===== src/verilog/ssp_pkg.sv =====
// Constants and types shared by the synchronous serial shift port
package ssp_pkg;
  // APB byte addresses (one aligned word per register)
  localparam logic [11:0] SSP_ADDR_CTRL   = 12'h000;
  localparam logic [11:0] SSP_ADDR_STAT   = 12'h004;
  localparam logic [11:0] SSP_ADDR_DHIGH  = 12'h008;
  localparam logic [11:0] SSP_ADDR_DLOW   = 12'h00c;
  // Reset values
  localparam logic [7:0]  SSP_CTRL_RST    = 8'h00;
  localparam logic [7:0]  SSP_STAT_RST    = 8'h80;
  // Status/control bit positions
  localparam int          SSP_B_RSV1      = 7;
  localparam int          SSP_B_LEVEL     = 6;
  localparam int          SSP_B_OVR       = 5;
  localparam int          SSP_B_START     = 0;
  // Control bit positions
  localparam int          SSP_B_MODEU     = 7;
  localparam int          SSP_B_MODEL     = 6;
  localparam int          SSP_B_CSRC      = 3;
  localparam int          SSP_DIVW        = 11;
  localparam int          SSP_BITS8       = 8;
  localparam int          SSP_BITS16      = 16;
  localparam logic [4:0]  SSP_CNT8        = 5'd8;
  localparam logic [4:0]  SSP_CNT16       = 5'd16;
  localparam logic [31:0] SSP_PADDING     = 32'h0000_0000;
  // Transfer engine states, one bit changing per step along idle -> wait -> run
  typedef enum logic [1:0]
  {
    SSP_IDLE = 2'b00,
    SSP_WAIT = 2'b01,
    SSP_RUN  = 2'b11
  } ssp_state_t;
endpackage


===== src/verilog/ssp_clk_if.sv =====
// Interface carrying the divided clock between top and divider
`timescale 1ns/1ns
`default_nettype none
interface ssp_clk_if;
  logic [2:0] div_sel;
  logic       run;
  logic       tick_fall;
  logic       tick_rise;
  logic       sck;
  modport src (input div_sel, input run, output tick_fall, output tick_rise, output sck);
  modport usr (output div_sel, output run, input tick_fall, input tick_rise, input sck);
endinterface
`default_nettype wire


===== src/verilog/ssp_shift_port.sv =====
// Synchronous serial shift port: APB registers, shift engine, pins
//
// Function
// - Status resets 0x80, top bit reads one
// - Level bit drives data-out; reads pin level
// - Data-out holds last shifted bit after transfer
// - Level override lasts until next transfer starts
// - External clock after completion sets overrun outside continuous mode, no shift
// - Overrun clears by zero write after reading one
// - Bits four-two read zero; bit one zero
// - Writing start one begins transfer; zero ignored
// - Start flag reads busy until transfer completes
// - Eight-bit: low register shifts LSB first
// - Sixteen-bit: high feeds low, input enters high
// - Internal clock drives pin; continuous mode free-running
// - External clock: pin is input, shifts follow
// - Transmit changes on fall, receive on rise
// - Both sides use LSB first order
// - Control write resets engine state and bit count
// - Completion raises transfer request flag
// - Internal clock pulses only during transfers or in continuous mode
// - Divider code picks 1024 down to 2
// - Clock-source bit selects internal or external clock
// - Control write stops running transfer
`timescale 1ns/1ns
`default_nettype none
module ssp_shift_port
  import ssp_pkg::*;
(
  input  wire logic        pclk,
  input  wire logic        presetn,
  input  wire logic        psel,
  input  wire logic        penable,
  input  wire logic        pwrite,
  input  wire logic [11:0] paddr,
  input  wire logic [31:0] pwdata,
  output logic      [31:0] prdata,
  output logic             pready,
  output logic             pslverr,
  input  wire logic        serial_clock_pin_i,
  output logic             serial_clock_pin_o,
  output logic             serial_clock_pin_oe,
  input  wire logic        serial_data_in_pin,
  output logic             serial_data_out_pin,
  output logic             serial_irq_request_flag
);
  ssp_clk_if ck ();

  // Divider runs only while a frame or the free-running mode needs it
  ssp_prescaler u_prescaler (
    .pclk    (pclk),
    .presetn (presetn),
    .ck      (ck)
  );

  logic [7:0]  ctrl_r, ctrl_nxt;
  logic        level_r, level_nxt;
  logic        ovr_r, ovr_nxt;
  logic        ovr_seen_r, ovr_seen_nxt;
  logic [15:0] shreg_r, shreg_nxt;
  logic [4:0]  cnt_r, cnt_nxt;
  ssp_state_t  st_r, st_nxt;
  logic [31:0] prdata_r, prdata_nxt;
  logic        pready_r, pready_nxt;
  logic        pslverr_r, pslverr_nxt;
  logic        irq_r, irq_nxt;
  logic        sck_o_r, sck_o_nxt;
  logic        sck_oe_r, sck_oe_nxt;
  logic        ext_s1_r, ext_s2_r, ext_s3_r;
  logic        sin_s1_r, sin_s2_r;
  logic        wr, rd, wr_ctrl, wr_stat;
  logic        ext_mode, wide, cont_mode;
  logic        fall_ev, rise_ev;
  logic        ovr_set;
  logic [7:0]  stat_rd;
  logic [4:0]  nbits;

  // Access completes one cycle into the access phase: pready rises in its second cycle
  assign wr        = psel && penable && !pready_r && pwrite;
  assign rd        = psel && penable && !pready_r && !pwrite;
  assign wr_ctrl   = wr && (paddr == SSP_ADDR_CTRL);
  assign wr_stat   = wr && (paddr == SSP_ADDR_STAT);
  assign ext_mode  = ctrl_r[SSP_B_CSRC];
  assign wide      = ctrl_r[SSP_B_MODEL];
  assign cont_mode = ctrl_r[SSP_B_MODEU] && !ctrl_r[SSP_B_MODEL];
  assign nbits     = wide ? SSP_CNT16 : SSP_CNT8;

  assign ck.div_sel = ctrl_r[2:0];
  assign ck.run     = !ext_mode && (cont_mode || st_r != SSP_IDLE);

  // External clock edges seen through a two-stage synchroniser
  assign fall_ev = ext_mode ? (ext_s3_r && !ext_s2_r) : ck.tick_fall;
  assign rise_ev = ext_mode ? (!ext_s3_r && ext_s2_r) : ck.tick_rise;
  assign ovr_set = (st_r == SSP_IDLE) && ext_mode && fall_ev && !cont_mode;

  // Bits 4..1 read zero, bit 7 reads one, level bit reflects the pin
  assign stat_rd = {1'b1, serial_data_out_pin, ovr_r, 4'b0000,
                    (st_r != SSP_IDLE)};

  always_comb
  begin
    ctrl_nxt     = ctrl_r;
    level_nxt    = level_r;
    ovr_nxt      = ovr_r;
    ovr_seen_nxt = ovr_seen_r;
    shreg_nxt    = shreg_r;
    cnt_nxt      = cnt_r;
    st_nxt       = st_r;
    irq_nxt      = 1'b0;
    prdata_nxt   = SSP_PADDING;
    pready_nxt   = psel && penable && !pready_r;
    pslverr_nxt  = 1'b0;

    // Shift engine
    case (st_r)
      SSP_IDLE:
      begin
        if (ovr_set)
          ovr_nxt = 1'b1;
      end
      SSP_WAIT, SSP_RUN:
      begin
        if (fall_ev)
        begin
          // Shifting on the rise leaves the next bit ready for this fall
          level_nxt = shreg_r[0];
          st_nxt    = SSP_RUN;
        end
        else if (rise_ev && st_r == SSP_RUN)
        begin
          // Received bit enters at the top of the active chain
          if (wide)
            shreg_nxt = {sin_s2_r, shreg_r[15:1]};
          else
            shreg_nxt[7:0] = {sin_s2_r, shreg_r[7:1]};
          cnt_nxt = cnt_r + 5'd1;
          if (cnt_r + 5'd1 == nbits)
          begin
            st_nxt  = SSP_IDLE;
            irq_nxt = 1'b1;
          end
        end
      end
      default:
        st_nxt = SSP_IDLE;
    endcase

    // Register writes take priority over the engine for the same cycle, except a new overrun over its clear
    if (wr_ctrl)
    begin
      ctrl_nxt = pwdata[7:0];
      st_nxt   = SSP_IDLE;
      cnt_nxt  = '0;
    end
    else if (wr_stat)
    begin
      level_nxt = pwdata[SSP_B_LEVEL];
      // A new overrun in the same cycle wins over the clear
      if (!pwdata[SSP_B_OVR] && ovr_seen_r && !ovr_set)
        ovr_nxt = 1'b0;
      if (pwdata[SSP_B_OVR] == 1'b0 && ovr_seen_r)
        ovr_seen_nxt = 1'b0;
      if (pwdata[SSP_B_START] && st_r == SSP_IDLE)
      begin
        st_nxt  = SSP_WAIT;
        cnt_nxt = '0;
      end
    end
    else if (wr && paddr == SSP_ADDR_DHIGH)
      shreg_nxt[15:8] = pwdata[7:0];
    else if (wr && paddr == SSP_ADDR_DLOW)
      shreg_nxt[7:0] = pwdata[7:0];

    if (rd)
    begin
      if (paddr == SSP_ADDR_CTRL)
        prdata_nxt = {24'h00_0000, ctrl_r};
      else if (paddr == SSP_ADDR_STAT)
      begin
        prdata_nxt = {24'h00_0000, stat_rd};
        if (ovr_r)
          ovr_seen_nxt = 1'b1;
      end
      else if (paddr == SSP_ADDR_DHIGH)
        prdata_nxt = {24'h00_0000, shreg_r[15:8]};
      else if (paddr == SSP_ADDR_DLOW)
        prdata_nxt = {24'h00_0000, shreg_r[7:0]};
      else
        pslverr_nxt = 1'b1;
    end
    else if (wr && paddr != SSP_ADDR_CTRL && paddr != SSP_ADDR_STAT
             && paddr != SSP_ADDR_DHIGH && paddr != SSP_ADDR_DLOW)
      pslverr_nxt = 1'b1;

    sck_oe_nxt = !ext_mode;
    sck_o_nxt  = ck.sck;
  end

  always_ff @(posedge pclk or negedge presetn)
  begin
    if (!presetn)
    begin
      ctrl_r     <= SSP_CTRL_RST;
      level_r    <= SSP_STAT_RST[SSP_B_LEVEL];
      ovr_r      <= SSP_STAT_RST[SSP_B_OVR];
      ovr_seen_r <= 1'b0;
      shreg_r    <= '0;
      cnt_r      <= '0;
      st_r       <= SSP_IDLE;
      prdata_r   <= SSP_PADDING;
      pready_r   <= 1'b0;
      pslverr_r  <= 1'b0;
      irq_r      <= 1'b0;
      sck_o_r    <= 1'b1;
      sck_oe_r   <= 1'b0;
      ext_s1_r   <= 1'b1;
      ext_s2_r   <= 1'b1;
      ext_s3_r   <= 1'b1;
      sin_s1_r   <= 1'b0;
      sin_s2_r   <= 1'b0;
    end
    else
    begin
      ctrl_r     <= ctrl_nxt;
      level_r    <= level_nxt;
      ovr_r      <= ovr_nxt;
      ovr_seen_r <= ovr_seen_nxt;
      shreg_r    <= shreg_nxt;
      cnt_r      <= cnt_nxt;
      st_r       <= st_nxt;
      prdata_r   <= prdata_nxt;
      pready_r   <= pready_nxt;
      pslverr_r  <= pslverr_nxt;
      irq_r      <= irq_nxt;
      sck_o_r    <= sck_o_nxt;
      sck_oe_r   <= sck_oe_nxt;
      ext_s1_r   <= serial_clock_pin_i;
      ext_s2_r   <= ext_s1_r;
      ext_s3_r   <= ext_s2_r;
      sin_s1_r   <= serial_data_in_pin;
      sin_s2_r   <= sin_s1_r;
    end
  end

  // Pin holds the last shifted bit until software rewrites the level
  assign serial_data_out_pin     = level_r;
  assign serial_clock_pin_o      = sck_o_r;
  assign serial_clock_pin_oe     = sck_oe_r;
  assign serial_irq_request_flag = irq_r;
  assign prdata                  = prdata_r;
  assign pready                  = pready_r;
  assign pslverr                 = pslverr_r;
endmodule
`default_nettype wire


===== src/verilog/ssp_prescaler.sv =====
// Prescaler producing the internal serial clock and its edge ticks
`timescale 1ns/1ns
`default_nettype none
module ssp_prescaler
  import ssp_pkg::*;
(
  input  wire logic pclk,
  input  wire logic presetn,
  ssp_clk_if.src    ck
);
  logic [SSP_DIVW-1:0] cnt_r;
  logic [SSP_DIVW-1:0] cnt_nxt;
  logic [SSP_DIVW-1:0] half;
  logic                sck_r;
  logic                sck_nxt;
  logic                hit;

  // Code 0 -> /1024 ... code 7 -> /2; half period in pclk cycles
  always_comb
  begin
    case (ck.div_sel)
      3'd0:    half = 11'd512;
      3'd1:    half = 11'd128;
      3'd2:    half = 11'd32;
      3'd3:    half = 11'd16;
      3'd4:    half = 11'd8;
      3'd5:    half = 11'd4;
      3'd6:    half = 11'd2;
      default: half = 11'd1;
    endcase
    // Compare with >= so a smaller divider after a change never waits for wrap
    hit = ck.run && (cnt_r >= half - 11'd1);
    cnt_nxt = (!ck.run || hit) ? '0 : cnt_r + 11'd1;
    // Clock idles high so that the first edge of a frame is a fall
    sck_nxt = !ck.run ? 1'b1 : (hit ? ~sck_r : sck_r);
  end

  always_ff @(posedge pclk or negedge presetn)
  begin
    if (!presetn)
    begin
      cnt_r <= '0;
      sck_r <= 1'b1;
    end
    else
    begin
      cnt_r <= cnt_nxt;
      sck_r <= sck_nxt;
    end
  end

  assign ck.tick_fall = hit && sck_r;
  assign ck.tick_rise = hit && !sck_r;
  assign ck.sck       = sck_r;
endmodule
`default_nettype wire


===== config.mk =====
export PLATFORM = sky130hd
export DESIGN_NAME = ssp_shift_port
export DESIGN_NICKNAME = d
export VERILOG_FILES = /design/src/verilog/ssp_pkg.sv /design/src/verilog/ssp_clk_if.sv /design/src/verilog/ssp_shift_port.sv /design/src/verilog/ssp_prescaler.sv
export SDC_FILE = /design/constraint.sdc
export NUM_CORES = 1
export LEC_CHECK = 0
export BUFFER_PORTS_ARGS = -buffer_cell sky130_fd_sc_hd__buf_2
export CAP_MARGIN = 10
export CORE_ASPECT_RATIO = 0.8
export CORE_MARGIN = 4
export CORE_UTILIZATION = 53
export CTS_CLUSTER_DIAMETER = 60
export DETAILED_ROUTE_END_ITERATION = 7
export PLACE_DENSITY = 0.8
export SLEW_MARGIN = 20
export SYNTH_ARGS = -nofsm -noshare
export SYNTH_HDL_FRONTEND = slang
export SYNTH_SLANG_ARGS = --single-unit

===== constraint.sdc =====
create_clock -name pclk -period 3.2 [get_ports pclk]
set_clock_uncertainty 0.05 [all_clocks]
set_input_delay 0.64 -clock pclk [delete_from_list [all_inputs] [get_ports pclk]]
set_output_delay 0.64 -clock pclk [all_outputs]
set_load 0.02 [all_outputs]

==> metrics <==
Antenna diodes 0; Initial DRC Count 145; initial antenna violation count 0; Synth Flop Type dfrtp_1; critical path startpoint ctrl_r[1]; Overall Power roughly 1.7 mW; Max-slew headroom 0.5082; mapped cell area roughly 3600 µm²; yosys warns 0; R2R Path End shreg_r[7]; Critical Path End Type register; Resized cells post-CTS 0; first-pass GRT wire length 11.85 mm; Setup Fix Bufs, Post-CTS 0; area delta synth->final 11.05%; Worst-Margin Slew about 0.74 ns; Final GP Congestion just over 0.8; Seq/Total Area, Yosys 0.4523; R2R setup slack 0.27 ns; Pint 1.323 mW; leakage 2.066 nW; Core Rows 26; clock share of power 0.464; Mean Syn Cell Area approximately 10 µm²; share of the core filled with cells 0.6129; HP Class primary input to async pin; die span in x around 100 µm; DP Worst Slack roughly 0.30 ns; Worst R2R Path Depth 7; Skew-Pair Late Insertion Delay ~0.34 ns; placed cell areas 3716 µm²; Peak Freq approximately 340 MHz; vias in the first global route approximately 2500; Final period util 0.9142; DIE HEIGHT between 80 and 90 µm; GRT overflow 0; placed cells ~460; Tmin final 2.925 ns; fin area between 3000 and 4000 µm²; commonest non-fill, non-tap cell in the layout dfrtp_1; CTS H-Tree Depth 3; critical path class register to register; GRT Overall Usage 0.1893; Longest Clk Path Bufs 2; Slew Viols, Final 0; Non-Filler Instances about 480; ANT nets after route 0; peak supply drop about 0.27 mV; cells after synthesis approximately 350; Max Cap Viol 0; Net count, final 452; synth unique cells 51; Hold-fix buffers, CTS 0; DRC 0; largest net degree at the start of global routing 33; Seq pwr share 0.478; CTS tree yes; drt total wl about 7.3 mm; Final TNS setup 0 ns; switching share of total power 0.2272; outcome complete, no violations; CTS sink cnt 64; Gate power share 0.057; crit path to shreg_r[7]; Startpoint Class register; setup ws final 0.2747 ns; share of layout cells above drive strength 1 0.2188; # port buffers 40; Synth async-reset ratio 1.000; Wirelength per Cell 15.26 µm; Starting Density 0.5519; RSZ-0062 raised after global routing false; DRT Pass-1 Iters 4; Worst Path Max Fanout 15; Required @ worst endpoint between 3 and 4 ns; area leader, netlist dfrtp_1; worst endpoint data arrival time 3.10 ns; most frequent cells in the layout dfrtp_1, nor2_1, buf_2; die area just over 8000 µm²; hold slack ~0.30 ns; #FFs+latches synth between 60 and 70; NetSw 0.3889 mW; Synth top area share 0.4153; Pwr Density ~430 nW/µm²; worst reg2reg path startpoint ctrl_r[1]; Final Hold Vio Count 0; Finish-stage setup viols 0; vias 2595; Via density 5.440; Synth area leaders dfrtp_1, mux2i_1, buf_4; CTS buffer count 9; root buffer cell clkbuf_8; io pins just under 90; hpwl dp ~5.3 mm; clock slew seen by the registers of the worst setup and hold paths ~0.070 ns; number of synthesized flops with an enable pin 0; core footprint roughly 6400 µm²
==> cells by family (layout without fill, tap and decap cells) <==
group                      count (synthesis)  after routing  share of synthesized area
and+or+nand+nor                          123            123                     0.1830
muxes                                     34             34                     0.1123
buffers and inverters                     46             67                    0.08060
adders and majority gates                 13             13                    0.04576
other                                      2             26                   0.002113
AOI/OAI and AO/OA                         54             54                    0.09434
xor gates and xnor gates                  12             12                    0.02957
DFF                                       64             64                     0.4523
==> power groups by stage <==
| stage | Clock, mW | Sequential (mW) | Combinational [mW] |
|---|---|---|---|
| 2_1_floorplan | 0 | 0.835 | 0.0719 |
| 6_report | 0.795 | 0.819 | 0.0984 |
| 5_1_grt | 0.851 | 0.819 | 0.109 |
| 3_5_place_dp | 0 | 0.834 | 0.0987 |
| 3_3_place_gp | 0 | 0.834 | 0.0966 |
| 4_1_cts | 0.814 | 0.818 | 0.0988 |
==> registers in the layout, summed over array words and instances (netlist names), 2 cells and up <==
name               flops
st_r                   2
shreg_r               16
ctrl_r                 8
prdata                 8
u_prescaler.cnt_r     11
cnt_r                  5
==> metal layers <==
metal	part of all wire	wire length, µm	vias to the layer above	track usage
met5	0	0	-	0
met2	0.50	3675	63	0.3130
met4	0.014	99	0	0.08458
met1	0.42	3083	1277	0.2360
met3	0.058	422	10	0.04893
li1	-	-	1245	-
==> cell usage after synthesis, types with 7 or more instances <==
cell and number:
dfrtp_1 59, nor2_1 48, buf_4 24, a21oi_1 22
mux2i_1 20, nand2_1 19, ha_1 13, clkbuf_1 12
nand3_1 12, nor3_1 9, inv_1 8, mux2_4 8
nor2b_1 8, o21ai_0 8, xor2_1 8, a31oi_1 7
or3_1 7
==> layout make-up <==
class,instances,area [µm²]
Clock buffer,12,155.1
Clock inverter,4,76.32
Fill cell,544,2494
Inverter,8,30.03
Multi-Input combinational cell,262,1750
Sequential cell,64,1608
Tap cell,84,105.1
Timing Repair Buffer,43,222.7
==> how the worst min path moves through the flow <==
stage | to | start | cells past startpoint | slack (ns)
final | cnt_r[2] | presetn | 1 | 0.30
after global routing | sin_s2_r | sin_s1_r | 0 | 0.31
after CTS | ext_s2_r | ext_s1_r | 0 | 0.31
after detailed placement | sin_s2_r | sin_s1_r | 0 | 0.29
after global placement | sin_s2_r | sin_s1_r | 0 | 0.29
after floorplan | sin_s2_r | sin_s1_r | 0 | 0.28
==> worst max-delay path, cell delays in order, from the launching register on <==
cell and delay (ns):
dfrtp_1 0.47, or3_1 0.41, ha_1 0.30, o2111a_1 0.27
a221o_2 0.46, nand2_4 0.23, mux2_1 0.34, mux2_2 0.27
Power figures use the tool's default switching activity.
